File: src/core/alu_consts.svh
/*
 Named constants of the byte arithmetic and logic unit: status bit
 positions, address map of the software port and fixed byte values.
 Assumes it is included once per file by its bare name.
*/
`ifndef ALU_CONSTS_SVH
`define ALU_CONSTS_SVH

// Status byte bit positions
`define FLAG_C 0
`define FLAG_Z 1
`define FLAG_N 2
`define FLAG_V 3
`define FLAG_S 4
`define FLAG_H 5

// Software port map
`define RF_TOP_ADDR 6'h1f
`define STATUS_ADDR 6'h20

// Fixed byte values
`define STATUS_RST 8'h00
`define BYTE_ZERO 8'h00
`define BYTE_ONES 8'hff

`endif

File: src/core/alu_pkg.sv
/*
 Types and shared decode helpers of the byte arithmetic and logic unit.
 Assumes the instruction decoder drives operation codes of type op_t.
*/
package alu_pkg;

    // Operation codes presented by the decoder
    typedef enum logic [4:0] {
        op_nop,
        op_sum_two_regs,
        op_sum_with_carry,
        op_word_immediate_plus,
        op_difference_regs,
        op_difference_immediate,
        op_borrow_difference_regs,
        op_borrow_difference_immediate,
        op_word_immediate_minus,
        op_conjunction_regs,
        op_conjunction_immediate,
        op_disjunction_regs,
        op_disjunction_immediate,
        op_exclusive_disjunction,
        op_bitwise_invert,
        op_arithmetic_inverse,
        op_bits_set_mask,
        op_bits_clear_mask
    } op_t;

    // Word sequencer states
    typedef enum logic {
        seq_idle,
        seq_word_hi
    } seq_t;

    // Second operand comes from the immediate field
    function automatic logic uses_imm(input op_t op);
        uses_imm = (op == op_difference_immediate) || (op == op_borrow_difference_immediate)
            || (op == op_word_immediate_plus) || (op == op_word_immediate_minus)
            || (op == op_conjunction_immediate) || (op == op_disjunction_immediate)
            || (op == op_bits_set_mask) || (op == op_bits_clear_mask);
    endfunction

    // Adder runs as a subtractor
    function automatic logic is_sub(input op_t op);
        is_sub = (op == op_difference_regs) || (op == op_difference_immediate)
            || (op == op_borrow_difference_regs) || (op == op_borrow_difference_immediate)
            || (op == op_word_immediate_minus) || (op == op_arithmetic_inverse);
    endfunction

endpackage

File: src/core/alu_adder8.sv
/*
 Eight-bit adder/subtractor with carry, half-carry and overflow.
 Assumes cin is a carry for addition and a borrow for subtraction.
*/
`timescale 1ns/1ns
module alu_adder8 (
    input wire logic [7:0] a,
    input wire logic [7:0] b,
    input wire logic cin,
    input wire logic sub,
    output logic [7:0] sum,
    output logic cout,
    output logic half,
    output logic ovf
);
    logic [7:0] b_eff;
    logic c_eff;
    logic [8:0] full;
    logic [4:0] nib;

    // Subtraction as a plus inverted b plus inverted borrow
    assign b_eff = sub ? ~b : b;
    assign c_eff = sub ? ~cin : cin;
    assign full = {1'b0, a} + {1'b0, b_eff} + {8'h00, c_eff};
    assign nib = {1'b0, a[3:0]} + {1'b0, b_eff[3:0]} + {4'h0, c_eff};
    assign sum = full[7:0];
    // Borrow is the inverse of the carry out
    assign cout = full[8] ^ sub;
    assign half = nib[4] ^ sub;
    // Same-signed inputs giving a differently signed result
    assign ovf = (a[7] == b_eff[7]) && (full[7] != a[7]);
endmodule

File: src/core/alu_logic8.sv
/*
 Eight-bit bitwise unit for the conjunction, disjunction, exclusive,
 invert and mask operations. Assumes a is the destination byte.
*/
`timescale 1ns/1ns
`include "alu_consts.svh"
module alu_logic8
    import alu_pkg::*;
(
    input wire op_t op,
    input wire logic [7:0] a,
    input wire logic [7:0] b,
    output logic [7:0] y
);
    // Pure combinational selection
    always_comb
    begin
        unique case (op)
            op_conjunction_regs, op_conjunction_immediate: y = a & b;
            op_disjunction_regs, op_disjunction_immediate, op_bits_set_mask: y = a | b;
            op_exclusive_disjunction: y = a ^ b;
            op_bitwise_invert: y = `BYTE_ONES - a;
            op_bits_clear_mask: y = a & (`BYTE_ONES - b);
            default: y = a;
        endcase
    end
endmodule

File: src/core/byte_arith_logic_unit.sv
/*
 Byte arithmetic and logic datapath with its own 32-entry register file
 and status byte, plus a software port to read and write both.
 Assumes the decoder issues one operation per op_valid pulse and holds
 off while busy is high; all inputs are synchronous to mclk.
*/
// Local design decisions: the address-and-strobe port and the register offsets.
`timescale 1ns/1ns
`include "alu_consts.svh"
// Overview of operation
// - Add registers, optional carry, flags ZCNVH
// - Word plus immediate, two clocks, ZCNVS
// - Subtract register or immediate, flags ZCNVH
// - Subtract register and carry, flags ZCNVH
// - Subtract immediate and carry, flags ZCNVH
// - Word minus immediate, two clocks, ZCNVS
// - Conjunction, flags Z N V only
// - Inclusive or exclusive disjunction, flags ZNV
// - Invert sets ZCNV; negate also H
// - Set mask bits, flags Z N V
// - Clear mask bits, flags Z N V
module byte_arith_logic_unit
    import alu_pkg::*;
(
    input wire logic mclk,
    input wire logic sys_rst,
    input wire logic op_valid,
    input wire op_t op,
    input wire logic [4:0] dest_idx,
    input wire logic [4:0] src_idx,
    input wire logic [7:0] imm,
    input wire logic [5:0] addr,
    input wire logic [7:0] wdata,
    input wire logic wr_stb,
    input wire logic rd_stb,
    output logic [7:0] rd_data,
    output logic [7:0] status,
    output logic busy,
    output logic done
);
    typedef struct packed {
        logic [31:0][7:0] rf;
        logic [7:0] sreg;
        seq_t seq;
        logic [4:0] pair;
        logic carry;
        logic wsub;
        logic [7:0] rdata;
        logic done;
    } state_t;

    state_t st_q;
    state_t st_d;
    logic take;
    logic [4:0] hi_idx;
    logic [7:0] dst_val;
    logic [7:0] opnd_b;
    logic [7:0] add_a;
    logic [7:0] add_b;
    logic add_cin;
    logic add_sub;
    logic [7:0] add_sum;
    logic add_cout;
    logic add_half;
    logic add_ovf;
    logic [7:0] log_y;
    logic [15:0] word_at_dest;
    logic [15:0] word_at_pair;

    // Operations are refused while the word sequencer is busy
    assign take = op_valid && (st_q.seq == seq_idle);
    assign hi_idx = 5'(st_q.pair + 5'd1);
    assign dst_val = st_q.rf[dest_idx];
    assign opnd_b = uses_imm(op) ? imm : st_q.rf[src_idx];
    assign word_at_dest = {st_q.rf[5'(dest_idx + 5'd1)], dst_val};
    assign word_at_pair = {st_q.rf[hi_idx], st_q.rf[st_q.pair]};

    // Adder operands; second word cycle adds only the stored carry
    always_comb
    begin
        add_a = dst_val;
        add_b = opnd_b;
        add_cin = 1'b0;
        add_sub = is_sub(op);
        if (st_q.seq == seq_word_hi)
        begin
            add_a = st_q.rf[hi_idx];
            add_b = `BYTE_ZERO;
            add_cin = st_q.carry;
            add_sub = st_q.wsub;
        end
        else if (op == op_arithmetic_inverse)
        begin
            add_a = `BYTE_ZERO;
            add_b = dst_val;
        end
        else if ((op == op_sum_with_carry) || (op == op_borrow_difference_regs)
            || (op == op_borrow_difference_immediate))
        begin
            add_cin = st_q.sreg[`FLAG_C];
        end
    end

    alu_adder8 u_adder (
        .a(add_a),
        .b(add_b),
        .cin(add_cin),
        .sub(add_sub),
        .sum(add_sum),
        .cout(add_cout),
        .half(add_half),
        .ovf(add_ovf)
    );

    alu_logic8 u_logic (
        .op(op),
        .a(dst_val),
        .b(opnd_b),
        .y(log_y)
    );

    // Next state: software port first, datapath writeback wins on overlap
    always_comb
    begin
        st_d = st_q;
        st_d.done = 1'b0;
        st_d.rdata = `BYTE_ZERO;
        if (rd_stb)
        begin
            if (addr <= `RF_TOP_ADDR)
                st_d.rdata = st_q.rf[addr[4:0]];
            else if (addr == `STATUS_ADDR)
                st_d.rdata = st_q.sreg;
        end
        if (wr_stb)
        begin
            if (addr <= `RF_TOP_ADDR)
                st_d.rf[addr[4:0]] = wdata;
            else if (addr == `STATUS_ADDR)
                st_d.sreg = wdata;
        end
        if (st_q.seq == seq_word_hi)
        begin
            // High byte of the pair, flags over all sixteen bits
            st_d.rf[hi_idx] = add_sum;
            st_d.sreg[`FLAG_Z] = (add_sum == `BYTE_ZERO) && (st_q.rf[st_q.pair] == `BYTE_ZERO);
            st_d.sreg[`FLAG_C] = add_cout;
            st_d.sreg[`FLAG_N] = add_sum[7];
            st_d.sreg[`FLAG_V] = add_ovf;
            st_d.sreg[`FLAG_S] = add_sum[7] ^ add_ovf;
            st_d.seq = seq_idle;
            st_d.done = 1'b1;
        end
        else if (take)
        begin
            unique case (op)
                op_sum_two_regs, op_sum_with_carry, op_difference_regs,
                op_difference_immediate, op_borrow_difference_regs,
                op_borrow_difference_immediate, op_arithmetic_inverse:
                begin
                    // Byte arithmetic; S is left alone
                    st_d.rf[dest_idx] = add_sum;
                    st_d.sreg[`FLAG_Z] = (add_sum == `BYTE_ZERO);
                    st_d.sreg[`FLAG_C] = add_cout;
                    st_d.sreg[`FLAG_N] = add_sum[7];
                    st_d.sreg[`FLAG_V] = add_ovf;
                    st_d.sreg[`FLAG_H] = add_half;
                    st_d.done = 1'b1;
                end
                op_word_immediate_plus, op_word_immediate_minus:
                begin
                    // Low byte now; flags wait for the high byte
                    st_d.rf[dest_idx] = add_sum;
                    st_d.carry = add_cout;
                    st_d.wsub = is_sub(op);
                    st_d.pair = dest_idx;
                    st_d.seq = seq_word_hi;
                end
                op_conjunction_regs, op_conjunction_immediate, op_disjunction_regs,
                op_disjunction_immediate, op_exclusive_disjunction,
                op_bits_set_mask, op_bits_clear_mask, op_bitwise_invert:
                begin
                    // Bitwise family touches Z N V only, invert also sets C
                    st_d.rf[dest_idx] = log_y;
                    st_d.sreg[`FLAG_Z] = (log_y == `BYTE_ZERO);
                    st_d.sreg[`FLAG_N] = log_y[7];
                    st_d.sreg[`FLAG_V] = 1'b0;
                    if (op == op_bitwise_invert)
                        st_d.sreg[`FLAG_C] = 1'b1;
                    st_d.done = 1'b1;
                end
                default:
                begin
                    // No-operation and unused codes change nothing
                    st_d.done = 1'b0;
                end
            endcase
        end
    end

    // Whole state in one register
    always_ff @(posedge mclk or posedge sys_rst)
    begin
        if (sys_rst)
        begin
            st_q <= '0;
            st_q.sreg <= `STATUS_RST;
            st_q.seq <= seq_idle;
        end
        else
        begin
            st_q <= st_d;
        end
    end

    assign rd_data = st_q.rdata;
    assign status = st_q.sreg;
    assign busy = (st_q.seq == seq_word_hi);
    assign done = st_q.done;
endmodule

File: config.mk
export PLATFORM = sky130hd
export DESIGN_NAME = byte_arith_logic_unit
export DESIGN_NICKNAME = d
export VERILOG_FILES = /design/src/core/alu_pkg.sv /design/src/core/alu_adder8.sv /design/src/core/alu_logic8.sv /design/src/core/byte_arith_logic_unit.sv
export VERILOG_INCLUDE_DIRS = /design/src /design/src/core
export SDC_FILE = /design/constraint.sdc
export NUM_CORES = 2
export LEC_CHECK = 0
export BUFFER_PORTS_ARGS = -buffer_cell sky130_fd_sc_hd__buf_4
export CORE_ASPECT_RATIO = 1.4
export CORE_UTILIZATION = 30
export CTS_BUF_LIST = sky130_fd_sc_hd__clkbuf_2
export DETAILED_ROUTE_END_ITERATION = 8
export PLACE_DENSITY = 0.49
export SLEW_MARGIN = 30
export SYNTH_ARGS = -nofsm -noshare
export SYNTH_HDL_FRONTEND = slang
export SYNTH_HIERARCHICAL = 1
export SYNTH_SLANG_ARGS = --single-unit
File: constraint.sdc
create_clock -name mclk -period 10 [get_ports mclk]
set_clock_uncertainty 0.05 [all_clocks]
set_input_delay 0.5 -clock mclk [delete_from_list [all_inputs] [get_ports mclk]]
set_output_delay 0.5 -clock mclk [all_outputs]
set_load 0.03 [all_outputs]
==> results <==
- The time the final worst path needs with I/O delays and setup is 6.924 ns.
- The endpoint of the worst hold-timing path is st_q[10].
- The largest stage delay on the critical path is between 0.8 and 0.9 ns.
- The global placer's final weighted congestion is approximately 1.1.
- The nature of the critical path endpoint is a flop.
- The final number of max-transition violations was 0.
- Of all nets on the critical path, the largest fanout is 45.
- The path class of the tightest hold or removal check is in2reg.
- Clock-pin slew was measured on the worst setup and hold paths at 0.10 ns.
- The count of unique library cells instantiated by Yosys is 83.
- The worst reg2reg path depth is 17.
- The die covers slightly above 90000 um2.
- The number of setup violations in the final report is 0.
- The tool flagged a number of max-cap violations equal to 0.
- The number of warnings reported in the yosys synthesis log is 6.
- The register area share after synthesis is 0.2621.
- The width of the die is ~250 um.
- The total power consumption of the routed design is between 4000 and 5000 uW.
- Setup repair after global routing left no endpoint under its margin.
- Leaving out fill and tap cells, the most frequent cell in the layout is sky130_fd_sc_hd__mux2i_1.
- The initial utilization of the core area, before any placement, comes to 0.3033.
- The kind of start point of the critical path is a flop.
- The final non-filler cell area is a little under 30000 um2.
- The share of flip-flops with an asynchronous set or reset after synthesis is 1.000.
- The prevailing post-synth register cell is sky130_fd_sc_hd__dfrtp_1.
- The critical path goes through ha_1 -> buf_4 -> nand3_1 -> xor2_2 -> nor2b_1 -> a22oi_1 -> nand2_1 -> fa_1 -> fa_1 -> a211oi_1 -> o21bai_1 -> a21oi_1 -> xnor2_1 -> a22o_1 -> buf_4 -> nand2_1 -> o221ai_1.
- The overall global routing resource usage is 0.3598.
- The share of total power dissipated in sequential elements is 0.342.
- The wire length reported by the detailed router is 164.3 mm.
- In this run the critical register-to-register path is captured at st_q[39].
- The origin of the worst min-delay path is op[1].
- The internal power is approximately 2200 uW.
- Clock tree synthesis selected as its root buffer the cell sky130_fd_sc_hd__clkbuf_2.
- The analysis attributes to net switching a power of between 2000 and 2500 uW.
- The maximum operating frequency is about 140 MHz.
- The first-pass GRT wire length is 224.8 mm.
- The launching point of the worst reg2reg path is st_q[11].
- The cell leakage power is ~0.012 uW.
- The register-to-register path setup slack is 3.08 ns.
- The part of the total power dissipated in combinational logic is 0.453.
- The number of buffers added by the clock tree synthesis step is 78.
- The final hold violation count is 0.
- The overall via count from detail_route is 27960.
- Along the worst hold path, the cell count comes to 6.
- Compared with the post-synthesis result, the final layout area differs by 9.863%.
- In the finished design, the share of the clock period the worst path needs comes to 0.6924.
- Entering global routing, the biggest net connects 90 pins.
- The flow ran to the end, and the final reports show no timing, DRC or antenna violations.
- The number of placed I/O pins is 60.
- The number of I/O port buffers is just under 60.
- The clock insertion delay at the later pin of the skew report is between 1 and 1.5 ns.
- Counting flops and latches in the post-synthesis netlist gives 281.
- The final layout contains approximately 2700 nets.
- The count of standard-cell rows is between 100 and 150.
- For the worst setup path, the data required time is between 10 and 15 ns.
- The residual overflow from global routing is 0.
- The TritonCTS clock tree is yes.
- The maximum clock insertion buffer count is 3.
- The critical path is of the reg2reg type.
- The number of instances in the synthesized netlist is between 2000 and 3000.
- Of the total power, the share spent switching nets is 0.5022.
- IR analysis of the VDD net gives a maximum drop of approximately 0.00013 V.
- In this run the vertical extent of the chip is 355.8 um.
- The number of global-route vias before repair was 26440.
- The CTS sink count is ~280.
- For the worst setup path, the data arrival time is between 8 and 9 ns.
- After synthesis the cells add up to ~27000 um2.
- Among all stages on the critical path, the largest delay is contributed by sky130_fd_sc_hd__dfrtp_4.
- A synthesized cell averages between 10 and 15 um2.
- Dividing the detail-routed wire length by the instance count gives between 40 and 50 um.
- The top cell types in the final layout, fill and taps aside, are sky130_fd_sc_hd__mux2i_1, sky130_fd_sc_hd__nand2_1, sky130_fd_sc_hd__dfrtp_1.
- Once detail routing completed, the nets flagged for antenna violations numbered 0.
- The total iterations of the first detailed-routing run is 8.
- The total number of H-tree levels is 3.
- The number of instances resized during post-cts repair is 0.
- For this block, the initial DRC count from the detailed router was a little over 4000.
- Dividing total power by cell area gives a power density of about 150 nW/um2.
- The fraction of final layout cells with drive strength greater than 1 is 0.2089.
- Of the total power, the clock network draws 0.205.
- The HPWL after detailed placement is 114.9 mm.
- The total area inside the core boundary comes to 88450 um2.
- The number of synthesized flops with an enable pin is 0.
- The number of antenna violations at the first check in global routing is 12.
- The total DRC errors in the routed layout is 0.
- The cell area after placement is between 20000 and 30000 um2.
- The detail-routed via count per cell is ~7.
- At the pin with the least slew margin, the transition time is 1.139 ns.
- When the netlist entered floorplanning its net count stood at roughly 2700.
- The tightest slew margin relative to the limit is 0.2408.
- Adding up every negative setup slack in the final design gives 0 ns.
worst max path at each step:
stage,start,endpoint,depth (start not counted)
2_1_floorplan,sys_rst,busy,1
3_3_place_gp,st_q[11],st_q[266],12
3_5_place_dp,st_q[11],st_q[239],16
4_1_cts,st_q[11],st_q[39],16
5_1_grt,st_q[11],status[1],16
6_report,st_q[11],st_q[39],17
layout make-up:
cell class,count,area (um2)
Sequential cell,281,7039
Antenna cell,17,42.54
Clock inverter,20,113.9
Timing Repair Buffer,196,1608
Clock buffer,112,560.5
Fill cell,9141,58970
Tap cell,1179,1475
Inverter,26,105.1
Multi-Input combinational cell,2060,18530
worst max-delay path: cells and delay by family (launching register included):
kind | cells | cell delay, ns
AO/OA/AOI/OAI | 6 | 1.65
XOR/XNOR | 2 | 1.26
buffers and inverters | 2 | 0.87
flip-flops | 1 | 0.89
adder cells (fa/ha/maj) | 3 | 1.30
AND/OR/NAND/NOR | 4 | 0.72
logic make-up (layout without fill, tap and decap cells):
family | count (synthesis) | after routing | share of synthesized area
simple gates | 735 | 735 | 0.1366
mux | 642 | 642 | 0.3246
compound gates | 639 | 639 | 0.2077
buf+inv | 298 | 354 | 0.05018
flops | 281 | 281 | 0.2621
xor+xnor | 23 | 23 | 0.008488
fa+ha+maj | 21 | 21 | 0.01035
other cells | 0 | 17 | 0
cells in the mapped netlist, types with 9 or more instances:
| cell | number | share of area |
|---|---|---|
| sky130_fd_sc_hd__mux2i_1 | 456 | 0.17 |
| sky130_fd_sc_hd__nand2_1 | 372 | 0.052 |
| sky130_fd_sc_hd__dfrtp_1 | 281 | 0.26 |
| sky130_fd_sc_hd__o221ai_1 | 242 | 0.079 |
| sky130_fd_sc_hd__mux4_2 | 182 | 0.15 |
| sky130_fd_sc_hd__a22oi_1 | 158 | 0.044 |
| sky130_fd_sc_hd__clkbuf_1 | 128 | 0.018 |
| sky130_fd_sc_hd__buf_2 | 73 | 0.014 |
| sky130_fd_sc_hd__nor2_1 | 67 | 0.0094 |
| sky130_fd_sc_hd__o21ai_0 | 56 | 0.010 |
| sky130_fd_sc_hd__nand3_1 | 55 | 0.010 |
| sky130_fd_sc_hd__nor4_1 | 53 | 0.012 |
| sky130_fd_sc_hd__a21oi_1 | 40 | 0.0075 |
| sky130_fd_sc_hd__buf_1 | 40 | 0.0056 |
| sky130_fd_sc_hd__nor3_1 | 36 | 0.0067 |
| sky130_fd_sc_hd__a221oi_4 | 31 | 0.030 |
| sky130_fd_sc_hd__nor2b_1 | 29 | 0.0068 |
| sky130_fd_sc_hd__buf_4 | 28 | 0.0078 |
| sky130_fd_sc_hd__inv_1 | 25 | 0.0035 |
| sky130_fd_sc_hd__nand3_2 | 20 | 0.0075 |
| sky130_fd_sc_hd__ha_1 | 19 | 0.0089 |
| sky130_fd_sc_hd__nand4_1 | 17 | 0.0040 |
| sky130_fd_sc_hd__xor2_1 | 13 | 0.0042 |
| sky130_fd_sc_hd__a31oi_1 | 10 | 0.0023 |
| sky130_fd_sc_hd__nand2b_1 | 10 | 0.0023 |
| sky130_fd_sc_hd__o211ai_1 | 10 | 0.0028 |
| sky130_fd_sc_hd__a41oi_1 | 9 | 0.0029 |
| sky130_fd_sc_hd__o22ai_1 | 9 | 0.0021 |
flip-flops by register name (all words and copies together), names as in the netlist:
signal	cells
busy	1
done	1
rd_data	8
st_q	263
status	8
power groups by stage:
stage	Combinational, uW	Clock (uW)	Sequential [uW]
final	2010	907	1510
after global routing	2030	967	1500
after CTS	1900	929	1490
after detailed placement	1870	0	1510
after global placement	1860	0	1510
after floorplan	1200	0	1340
metrics by stage:
step / std cells / hold slack, ns / setup slack [ns] / utilization
floorplan: 2639 / 0.3961 / 1.699 / -
global route: 3880 / 0.2134 / 2.709 / 0.3329
global placement: 3689 / 0.4135 / 2.950 / 0.3187
finish: 3891 / 0.1502 / 3.076 / 0.3332
detailed placement: 3689 / 0.4134 / 3.020 / 0.3189
CTS: 3871 / 0.0003342 / 2.962 / 0.3322
per-layer routing:
metal,vias to the layer above,routed length (um),global-route usage
li1,10660,-,-
met1,14080,55400,0.4030
met2,2414,74300,0.5627
met3,791,17040,0.1037
met4,12,17500,0.2988
met5,-,88,0.007008
timing repair:
action                    in CTS  in global routing
hold endpoints to repair     506                  0
buffers inserted               0                  0
hold buffers                  50                  0
Power figures use the tool's default switching activity.
